**src/prr_regs.svh**
```systemverilog
// Address map and reset values for the page-zero RAM decoder.
// Assumes a 14-bit processor address and 8-bit data.
`ifndef PRR_REGS_SVH
`define PRR_REGS_SVH

`define PRR_ADDR_W 14
`define PRR_FAST_RAM_LO 14'h0000
`define PRR_FAST_RAM_HI 14'h000e
`define PRR_DATA_PORT 14'h000e
`define PRR_INDEX_PTR 14'h000f
`define PRR_PERIPH_LO 14'h0010
`define PRR_PERIPH_HI 14'h001e
`define PRR_PAGE_SEL 14'h001f
`define PRR_RAM_LO 14'h0020
`define PRR_RAM_HI 14'h004f
`define PRR_RAM_SECOND_SHIFT 14'h0011
`define PRR_WIN_LO 14'h00c0
`define PRR_WIN_HI 14'h00ff
`define PRR_HIGH_REG_LO 14'h0200
`define PRR_HIGH_REG_HI 14'h023f
`define PRR_NVM_LO 14'h3800
`define PRR_NVM_HI 14'h3fff
`define PRR_INDEX_RESET 8'h00
`define PRR_PAGE_RESET 8'h00
`define PRR_RAM_BYTES 63
`define PRR_RAM_IDX_W 6
`define PRR_WIN_OFS_W 6
`define PRR_TINY_ADDR_W 4
`define PRR_SHORT_ADDR_W 5

`endif

```
**src/prr_pkg.sv**
```systemverilog
// Types shared by the page-zero RAM decoder files.
// Assumes nothing beyond the address map header.
`default_nettype none
`include "prr_regs.svh"

package prr_pkg;

    typedef enum logic [2:0] {
        PRR_TGT_RAM = 3'b000,
        PRR_TGT_INDEX = 3'b001,
        PRR_TGT_PAGE = 3'b010,
        PRR_TGT_PERIPH = 3'b011,
        PRR_TGT_NONE = 3'b100
    } prr_target_e;

    typedef enum logic {
        PRR_FORM_TINY = 1'b0,
        PRR_FORM_SHORT = 1'b1
    } prr_form_e;

    typedef struct packed {
        logic [7:0] indexPointer;
        logic [7:0] pageSelect;
        logic [7:0] readData;
        logic readValid;
        logic resetReq;
        logic [7:0] opAddr;
        logic opAddrValid;
    } prr_state_s;

    typedef struct packed {
        logic [`PRR_RAM_BYTES*8-1:0] mem;
    } prr_ram_s;

endpackage

`default_nettype wire

```
**src/prr_ram.sv**
```systemverilog
// Static RAM array of the page-zero decoder, held in flip-flops.
// Assumes one write port and an index that the decoder keeps in range.
`timescale 1ns/1ps
`default_nettype none
`include "prr_regs.svh"

module prr_ram #(
    parameter int Bytes = `PRR_RAM_BYTES
) (
    input wire logic clk,
    input wire logic writeEn,
    input wire logic [`PRR_RAM_IDX_W-1:0] index,
    input wire logic [7:0] writeData,
    output logic [7:0] readData
);

    prr_pkg::prr_ram_s state;
    prr_pkg::prr_ram_s next_state;

    // The array has no reset and no clear path, so contents survive every reset
    // and any stretch of stopped or idle clock.
    always_comb begin
        next_state = state;
        if (writeEn && (int'(index) < Bytes)) begin
            next_state.mem[index*8 +: 8] = writeData;
        end
    end

    always_ff @(posedge clk) begin
        state <= next_state;
    end

    assign readData = (int'(index) < Bytes) ? state.mem[index*8 +: 8] : 8'h00;

endmodule

`default_nettype wire

```
**src/prr_decoder.sv**
```systemverilog
// Page-zero data space decoder: fast RAM, indirect data port, index pointer,
// page select with its window, general RAM, and unimplemented holes.
// Assumes one synchronous processor bus with a single request per cycle.
//
// Overview of operation
// - Bytes 0x00 to 0x0D are static RAM.
// - Tiny form takes address from opcode byte.
// - Short form packs address into opcode byte.
// - RAM byte 0x0E reached via port, pointer 0x0E.
// - RAM byte 0x0E also at window 0xCE, page 0.
// - Second RAM section spans 0x20 to 0x4F.
// - RAM kept through wait and stop.
// - No reset touches RAM contents.
// - Port at 0x0E, pointer at 0x0F.
// - Index pointer cleared by every reset.
// - Pointer 0x0F makes port access the pointer.
// - Unimplemented address access requests device reset.
`timescale 1ns/1ps
`default_nettype none
`include "prr_regs.svh"

module prr_decoder #(
    parameter logic [13:0] NvmBase = `PRR_NVM_LO
) (
    input wire logic clk,
    input wire logic rst_b,
    input wire logic [13:0] busAddr,
    input wire logic busRead,
    input wire logic busWrite,
    input wire logic busFetch,
    input wire logic [7:0] busWdata,
    output logic [7:0] busRdata,
    output logic busRvalid,
    output logic resetRequest,
    input wire logic [7:0] opcodeByte,
    input wire logic opcodeValid,
    input wire prr_pkg::prr_form_e opcodeForm,
    output logic [7:0] operandAddr,
    output logic operandValid,
    output logic [13:0] periphAddr,
    output logic periphRead,
    output logic periphWrite,
    output logic [7:0] periphWdata,
    input wire logic [7:0] periphRdata
);

    prr_pkg::prr_state_s state;
    prr_pkg::prr_state_s next_state;
    prr_pkg::prr_target_e target;
    logic [13:0] effAddr;
    logic [13:0] physAddr;
    logic [13:0] ramOffset;
    logic [`PRR_RAM_IDX_W-1:0] ramIdx;
    logic [7:0] ramRdata;
    logic ramWrite;
    logic anyAccess;

    ////////////////////////////////////////////////////////////////////////////
    // Address resolution: the data port first, then the paging window.

    always_comb begin
        anyAccess = busRead || busWrite || busFetch;
        effAddr = busAddr;
        if (busAddr == `PRR_DATA_PORT) begin
            effAddr = 14'(state.indexPointer);
        end
        physAddr = effAddr;
        if (effAddr >= `PRR_WIN_LO && effAddr <= `PRR_WIN_HI) begin
            physAddr = {state.pageSelect, effAddr[`PRR_WIN_OFS_W-1:0]};
        end
        ramOffset = physAddr - `PRR_RAM_SECOND_SHIFT;
        ramIdx = physAddr[`PRR_RAM_IDX_W-1:0];
        if (physAddr <= `PRR_FAST_RAM_HI) begin
            // Physical 0x0E is only reached here through the port or the window.
            target = prr_pkg::PRR_TGT_RAM;
        end else if (physAddr == `PRR_INDEX_PTR) begin
            target = prr_pkg::PRR_TGT_INDEX;
        end else if (physAddr == `PRR_PAGE_SEL) begin
            target = prr_pkg::PRR_TGT_PAGE;
        end else if (physAddr >= `PRR_PERIPH_LO && physAddr <= `PRR_PERIPH_HI) begin
            target = prr_pkg::PRR_TGT_PERIPH;
        end else if (physAddr >= `PRR_RAM_LO && physAddr <= `PRR_RAM_HI) begin
            target = prr_pkg::PRR_TGT_RAM;
            ramIdx = ramOffset[`PRR_RAM_IDX_W-1:0];
        end else if ((physAddr >= `PRR_HIGH_REG_LO && physAddr <= `PRR_HIGH_REG_HI) ||
                     (physAddr >= NvmBase && physAddr <= `PRR_NVM_HI)) begin
            target = prr_pkg::PRR_TGT_PERIPH;
        end else begin
            target = prr_pkg::PRR_TGT_NONE;
        end
    end

    assign ramWrite = busWrite && (target == prr_pkg::PRR_TGT_RAM);
    assign periphAddr = physAddr;
    assign periphRead = (busRead || busFetch) && (target == prr_pkg::PRR_TGT_PERIPH);
    assign periphWrite = busWrite && (target == prr_pkg::PRR_TGT_PERIPH);
    assign periphWdata = busWdata;

    prr_ram #(
        .Bytes(`PRR_RAM_BYTES)
    ) u_ram (
        .clk(clk),
        .writeEn(ramWrite),
        .index(ramIdx),
        .writeData(busWdata),
        .readData(ramRdata)
    );

    ////////////////////////////////////////////////////////////////////////////
    // Registers, read return, reset request and operand decode.

    always_comb begin
        next_state = state;
        next_state.readValid = busRead || busFetch;
        next_state.resetReq = anyAccess && (target == prr_pkg::PRR_TGT_NONE);
        if (busRead || busFetch) begin
            unique case (target)
                prr_pkg::PRR_TGT_RAM: next_state.readData = ramRdata;
                prr_pkg::PRR_TGT_INDEX: next_state.readData = state.indexPointer;
                prr_pkg::PRR_TGT_PAGE: next_state.readData = state.pageSelect;
                prr_pkg::PRR_TGT_PERIPH: next_state.readData = periphRdata;
                prr_pkg::PRR_TGT_NONE: next_state.readData = 8'h00;
            endcase
        end
        if (busWrite && target == prr_pkg::PRR_TGT_INDEX) begin
            next_state.indexPointer = busWdata;
        end
        if (busWrite && target == prr_pkg::PRR_TGT_PAGE) begin
            next_state.pageSelect = busWdata;
        end
        next_state.opAddrValid = opcodeValid;
        if (opcodeValid) begin
            unique case (opcodeForm)
                prr_pkg::PRR_FORM_TINY: next_state.opAddr = 8'(opcodeByte[`PRR_TINY_ADDR_W-1:0]);
                prr_pkg::PRR_FORM_SHORT: next_state.opAddr = 8'(opcodeByte[`PRR_SHORT_ADDR_W-1:0]);
            endcase
        end
    end

    always_ff @(posedge clk or negedge rst_b) begin
        if (!rst_b) begin
            state.indexPointer <= `PRR_INDEX_RESET;
            state.pageSelect <= `PRR_PAGE_RESET;
            state.readData <= 8'h00;
            state.readValid <= 1'b0;
            state.resetReq <= 1'b0;
            state.opAddr <= 8'h00;
            state.opAddrValid <= 1'b0;
        end else begin
            state <= next_state;
        end
    end

    assign busRdata = state.readData;
    assign busRvalid = state.readValid;
    assign resetRequest = state.resetReq;
    assign operandAddr = state.opAddr;
    assign operandValid = state.opAddrValid;

    ////////////////////////////////////////////////////////////////////////////
    // Checks.

    AST_INDEX_CLEARED: assert property (@(posedge clk) $rose(rst_b) |-> state.indexPointer == 8'h00)
        else $error("Index pointer not zero after reset.");

    AST_HOLE_RESETS: assert property (@(posedge clk) disable iff (!rst_b)
        anyAccess && target == prr_pkg::PRR_TGT_NONE |=> resetRequest)
        else $error("Unimplemented access gave no reset request.");

    AST_PORT_READS_POINTER: assert property (@(posedge clk) disable iff (!rst_b)
        busRead && busAddr == `PRR_DATA_PORT && state.indexPointer == 8'h0f
        |=> busRvalid && busRdata == 8'h0f)
        else $error("Port read at pointer 0x0f did not return pointer.");

    AST_PORT_WRITES_POINTER: assert property (@(posedge clk) disable iff (!rst_b)
        busWrite && busAddr == `PRR_DATA_PORT && state.indexPointer == 8'h0f
        |=> state.indexPointer == $past(busWdata))
        else $error("Port write at pointer 0x0f did not update pointer.");

    AST_WINDOW_PHYS: assert property (@(posedge clk) disable iff (!rst_b)
        busAddr >= `PRR_WIN_LO && busAddr <= `PRR_WIN_HI
        |-> physAddr == {state.pageSelect, busAddr[5:0]})
        else $error("Window address not formed from page select.");

    AST_PORT_RAM_0E: assert property (@(posedge clk) disable iff (!rst_b)
        busAddr == `PRR_DATA_PORT && state.indexPointer == 8'h0e
        |-> target == prr_pkg::PRR_TGT_RAM && ramIdx == 6'h0e)
        else $error("Port at pointer 0x0e missed RAM byte 0x0e.");

    AST_WINDOW_RAM_0E: assert property (@(posedge clk) disable iff (!rst_b)
        busAddr == 14'h00ce && state.pageSelect == 8'h00
        |-> target == prr_pkg::PRR_TGT_RAM && ramIdx == 6'h0e)
        else $error("Window 0xce at page 0 missed RAM byte 0x0e.");

    AST_SECOND_RAM: assert property (@(posedge clk) disable iff (!rst_b)
        busAddr >= `PRR_RAM_LO && busAddr <= `PRR_RAM_HI
        |-> target == prr_pkg::PRR_TGT_RAM && ramIdx == 6'(busAddr - 14'h0011))
        else $error("Second RAM section decoded wrongly.");

    AST_FAST_RAM_ROUNDTRIP: assert property (@(posedge clk) disable iff (!rst_b)
        (busWrite && busAddr == 14'h0005) ##1 (busRead && !busWrite && busAddr == 14'h0005)
        |=> busRdata == $past(busWdata, 2))
        else $error("Fast RAM byte did not return written value.");

    AST_TINY_OPERAND: assert property (@(posedge clk) disable iff (!rst_b)
        opcodeValid && opcodeForm == prr_pkg::PRR_FORM_TINY
        |=> operandValid && operandAddr == {4'h0, $past(opcodeByte[3:0])})
        else $error("Tiny operand address wrong.");

    AST_SHORT_OPERAND: assert property (@(posedge clk) disable iff (!rst_b)
        opcodeValid && opcodeForm == prr_pkg::PRR_FORM_SHORT
        |=> operandValid && operandAddr == {3'h0, $past(opcodeByte[4:0])})
        else $error("Short operand address wrong.");

endmodule

`default_nettype wire

```
**config.mk**
```make
export PLATFORM = sky130hd
export DESIGN_NAME = prr_decoder
export DESIGN_NICKNAME = d
export VERILOG_FILES = /design/src/prr_pkg.sv /design/src/prr_ram.sv /design/src/prr_decoder.sv
export VERILOG_INCLUDE_DIRS = /design/src
export SDC_FILE = /design/constraint.sdc
export NUM_CORES = 1
export LEC_CHECK = 0
export BUFFER_PORTS_ARGS = -buffer_cell sky130_fd_sc_hd__clkbuf_2
export CAP_MARGIN = 5
export CORE_ASPECT_RATIO = 0.8
export CORE_MARGIN = 2
export CORE_UTILIZATION = 62
export CTS_BUF_LIST = sky130_fd_sc_hd__clkbuf_16
export DETAILED_ROUTE_END_ITERATION = 10
export PLACE_DENSITY = 0.79
export SKIP_CTS_REPAIR_TIMING = 1
export SYNTH_ARGS = -nofsm -noshare
export SYNTH_HDL_FRONTEND = slang
export SYNTH_SLANG_ARGS = --single-unit
```
**constraint.sdc**
```tcl
create_clock -name clk -period 5.4 [get_ports clk]
set_input_delay 0.81 -clock clk [delete_from_list [all_inputs] [get_ports clk]]
set_output_delay 0.81 -clock clk [all_outputs]
set_load 0.02 [all_outputs]
```
==> run summary <==
The run finished with clean final reports. The y dimension of the die is 183 µm, and the average wire per standard cell is 30.6 µm. The final layout contains 2434 nets. The logs give 26700 µm² for the cell area reported after detailed placement and 0 for the diode insertion count for antenna repair. The logs give 2 for the CTS H-tree depth and 129000 µm for the global-route wire length before repair. The design draws 8.70 mW.

The number of port buffers works out to 81. The tree is rooted in a clkbuf_16. Setup repair after global routing left no endpoint under its margin. The number of failing setup endpoints in the final timing report was 0; the maximum VDD drop was 0.274 mV. The mapped netlist covers 24700 µm².

For the pin count of the biggest net entering global routing, the log shows 56. The critical path buffer and inverter count was 4; the initial cell density of the core was 62.7%. The global routing stage identified its most utilized layer as met1. After detailed routing, the number of remaining DRC violations is 0. The Yosys step of the flow raised 0 warnings.

The signal on the critical path passes through clkbuf_2, nor4_4, and4_1, mux2i_1, buf_4, inv_1, ha_1, nand2_1, a21oi_1, and3_1, nor2_1, and2_1, clkbuf_2. The power per cell area came out at 308 nW/µm². In the global route stage, met1 resource usage came out at 62.3%. At the end of routability-driven placement, the weighted congestion stood at 1.05.

Along the worst path, the maximum fanout reaches 15. For this run, the top clock speed supported by timing is 197 MHz. Headroom to the max-slew limit came out at 33.4%. The placeable core area was 39400 µm²; the number of hold violations in the final report was 0. Actual transition at the worst max-transition pin: 0.993 ns. Wires add up to 90600 µm. Setup slack on the critical path of the routed design comes to 0.325 ns. Per-cell via count in the routed design: 7.04.

The worst min-delay path category is in -> async. The share of synthesized flip-flops with an asynchronous set or reset came out at 5.97%. The number of buffers created by CTS was 50; the required time at the endpoint of the critical path was 4.59 ns.

The cell that appears most often on the critical path is clkbuf_2. After synthesis, flip-flops and latches occupy 64.5% of the total area. The logs give 2224 for the post-synthesis cell count and 28300 µm² for the final non-filler cell area.

The run gives 536 as the total clock sinks. The tools report the initial antenna violation count as 1. The logs give 0 for the number of pins with negative max-slew slack in the final report and 43.9% for the combined global-route utilization of all metal layers. After synthesis, the cell types taking the most area are edfxtp_1 (61%), nor2_1 (7.9%), o22ai_1 (5.5%). On the final layout, the worst clock skew is 0.0289 ns. Layout cell share with drive strength beyond 1: 17.8%. Number of enable-type register cells in the synthesized netlist: 504.

The area growth from synthesis to layout is 14.4%. In the finished design, the share of the clock period the worst path needs comes to 94.0%. For the worst-skew pair, the clock arrives at the later sink with an insertion delay of 0.59 ns. For the number of global-route vias before repair, the log shows 19300.

The clock-pin transition on the worst setup and hold timing paths is 0.07 ns, and the number of maximum-capacitance violations is 0. The wire-length estimate of the detail-placed layout is 63500 µm. Global routing consumed, on the met3 layer, 21.1% of the routing resources. The run gives 65 as the number of placement rows.

For the area enclosed by the die boundary, the log shows 41500 µm². The largest delay contributor family on the critical path was simple AND/OR/NAND/NOR gates. The first routing iteration left 4300 violations.

For the sequential cell area, the log shows 15900 µm². Before CTS, the worst setup slack after placement is 0.0649 ns. The mean cell area of the mapped netlist is 11.1 µm², and the area share of the largest cell type after synthesis is 61.3%. The layout has 2854 filler cells.

edfxtp_1 takes more of the synthesized area than any other cell. Before antenna repair, the detailed router went through 7 iterations. The die span in x is 227 µm, and the worst-case clock buffer depth is 3. The arrival time of data at the critical path endpoint was 4.26 ns. For this design, the slowest cell found on the critical path is mux2i_1.

The run gives 88 as the number of top-level pins. In the final layout, the multi-input gates occupy 7890 µm². The kind of start point of the critical path was a primary input. TritonCTS built the clock tree. The met2 track utilization from global routing was 57.8%. After synthesis the netlist holds a flip-flop and latch count of 536. The leakage power figure is 10.9 nW, and the maximum single-stage delay on the critical path is 0.47 ns.

For this run the aggregate overflow at the end of global routing stands at 0. The most used flip-flop cell after synthesis is edfxtp_1. STA classifies the critical path endpoint as an output pin. Once detail routing completed, the nets flagged for antenna violations numbered 0. Across all layers, the routed design uses 20800 vias.

The category of the most critical setup path was in -> out. The netlist uses 84 different library cells. The smallest clock period supported by the final layout is computed as 5.07 ns.

Cells fill 71.8% of the core in the end.
==> stage by stage <==
stage	hold slack (ns)	TNS, ns	instances
finish	0.340	0	2957
global route	0.401	0	2957
CTS	0.349	0	2957
detailed placement	0.499	0	2870
global placement	0.491	0	2870
floorplan	0.482	-1.89	2226
==> path summary, 6_finish.rpt <==
| path | start | endpoint | slack, ns | cells past startpoint |
|---|---|---|---|---|
| min | rst_b | state[26]$_DFFE_PN0P_ | 0.34 | 1 |
| max | busAddr[13] | periphWrite | 0.33 | 13 |
| max in group asynchronous | rst_b | busRdata[1]$_DFFE_PN0P_ | 4.52 | 1 |
| max reg2reg | state[25]$_DFFE_PN0P_ | u_ram.state[2]$_DFFE_PP_ | 0.52 | 14 |
| min reg2reg | operandAddr[1]$_DFFE_PN0P_ | operandAddr[1]$_DFFE_PN0P_ | 0.51 | 1 |
| min in group clk | opcodeValid | operandValid$_DFF_PN0_ | 0.45 | 1 |
==> cell usage in the layout (no fill, tap or decap), types with 11 or more instances in the layout <==
master	instances
o221ai_1	13
nor2_1	523
clkbuf_16	50
clkinv_2	11
mux2i_1	14
mux2_2	27
and3_1	22
nand2_1	190
buf_4	193
buf_12	17
and2_1	59
o21ai_0	56
clkbuf_2	81
inv_1	20
dfrtp_1	32
nand3_1	42
clkinv_1	15
o22ai_1	216
nor3_1	122
a31oi_1	15
a21oi_1	28
edfxtp_1	504
==> area by class of cell <==
| type | count | share of cell area (%) |
|---|---|---|
| flip-flops and latches | 536 | 56.4 |
| multi-input cells | 1492 | 27.9 |
| repair buffers | 291 | 7.77 |
| clock buffers | 50 | 4.43 |
| well taps | 536 | 2.37 |
| clock inverters | 37 | 0.890 |
| inverters | 15 | 0.199 |
==> sequential cells by signal, summed over array words and instances (netlist names) <==
signal and cells:
operandValid 1, operandAddr 5, resetRequest 1, state 16, busRvalid 1, busRdata 8, u_ram.state 504
==> Yosys cell counts, drive strengths merged, types with 4 or more instances <==
master	n
a2111oi	4
a211oi	7
a21o	11
a21oi	30
a221o	7
a221oi	5
a31oi	16
and2	60
and3	22
and4	4
buf	96
clkbuf	87
dfrtp	32
edfxtp	504
inv	13
mux2	30
mux2i	15
nand2	193
nand3	46
nand4	7
nor2	535
nor3	127
nor4	6
o2111ai	5
o211ai	10
o21ai	60
o221ai	13
o22ai	216
o311ai	6
o31ai	4
or3	10
xnor2	6
==> report_power, final <==
part           leakage [nW]  total (mW)  switching [mW]  internal, mW
registers              6.25        4.50         0.00564          4.49
clock network         0.778        3.35            1.53          1.82
logic                  3.92       0.855           0.613         0.242
total                  10.9        8.70            2.15          6.55
==> worst register-to-register path, delay by kind of cell, from the launching register on <==
kind | cells | cell delay, ns
AO/OA/AOI/OAI | 4 | 1.15
flip-flops | 1 | 0.45
buffers and inverters | 3 | 0.73
multiplexers | 1 | 0.43
AND/OR/NAND/NOR | 6 | 1.83
==> logic make-up after synthesis <==
logic type	count (synthesis)	synth area share, %
AO/OA/AOI/OAI	413	10.9
XOR/XNOR	7	0.309
adder cells (fa/ha/maj)	3	0.152
buffers and inverters	198	3.83
flip-flops	536	64.5
multiplexers	45	2.02
other	1	0.0152
AND/OR/NAND/NOR	1021	18.2
==> metal layers <==
| layer | part of all wire, % | up-vias |
|---|---|---|
| met3 | 21 | 346 |
| met1 | 35 | 9826 |
| met4 | 5.0 | 4 |
| met2 | 39 | 2134 |
| li1 | - | 8504 |
| met5 | 0.13 | - |
Power figures use the tool's default switching activity.
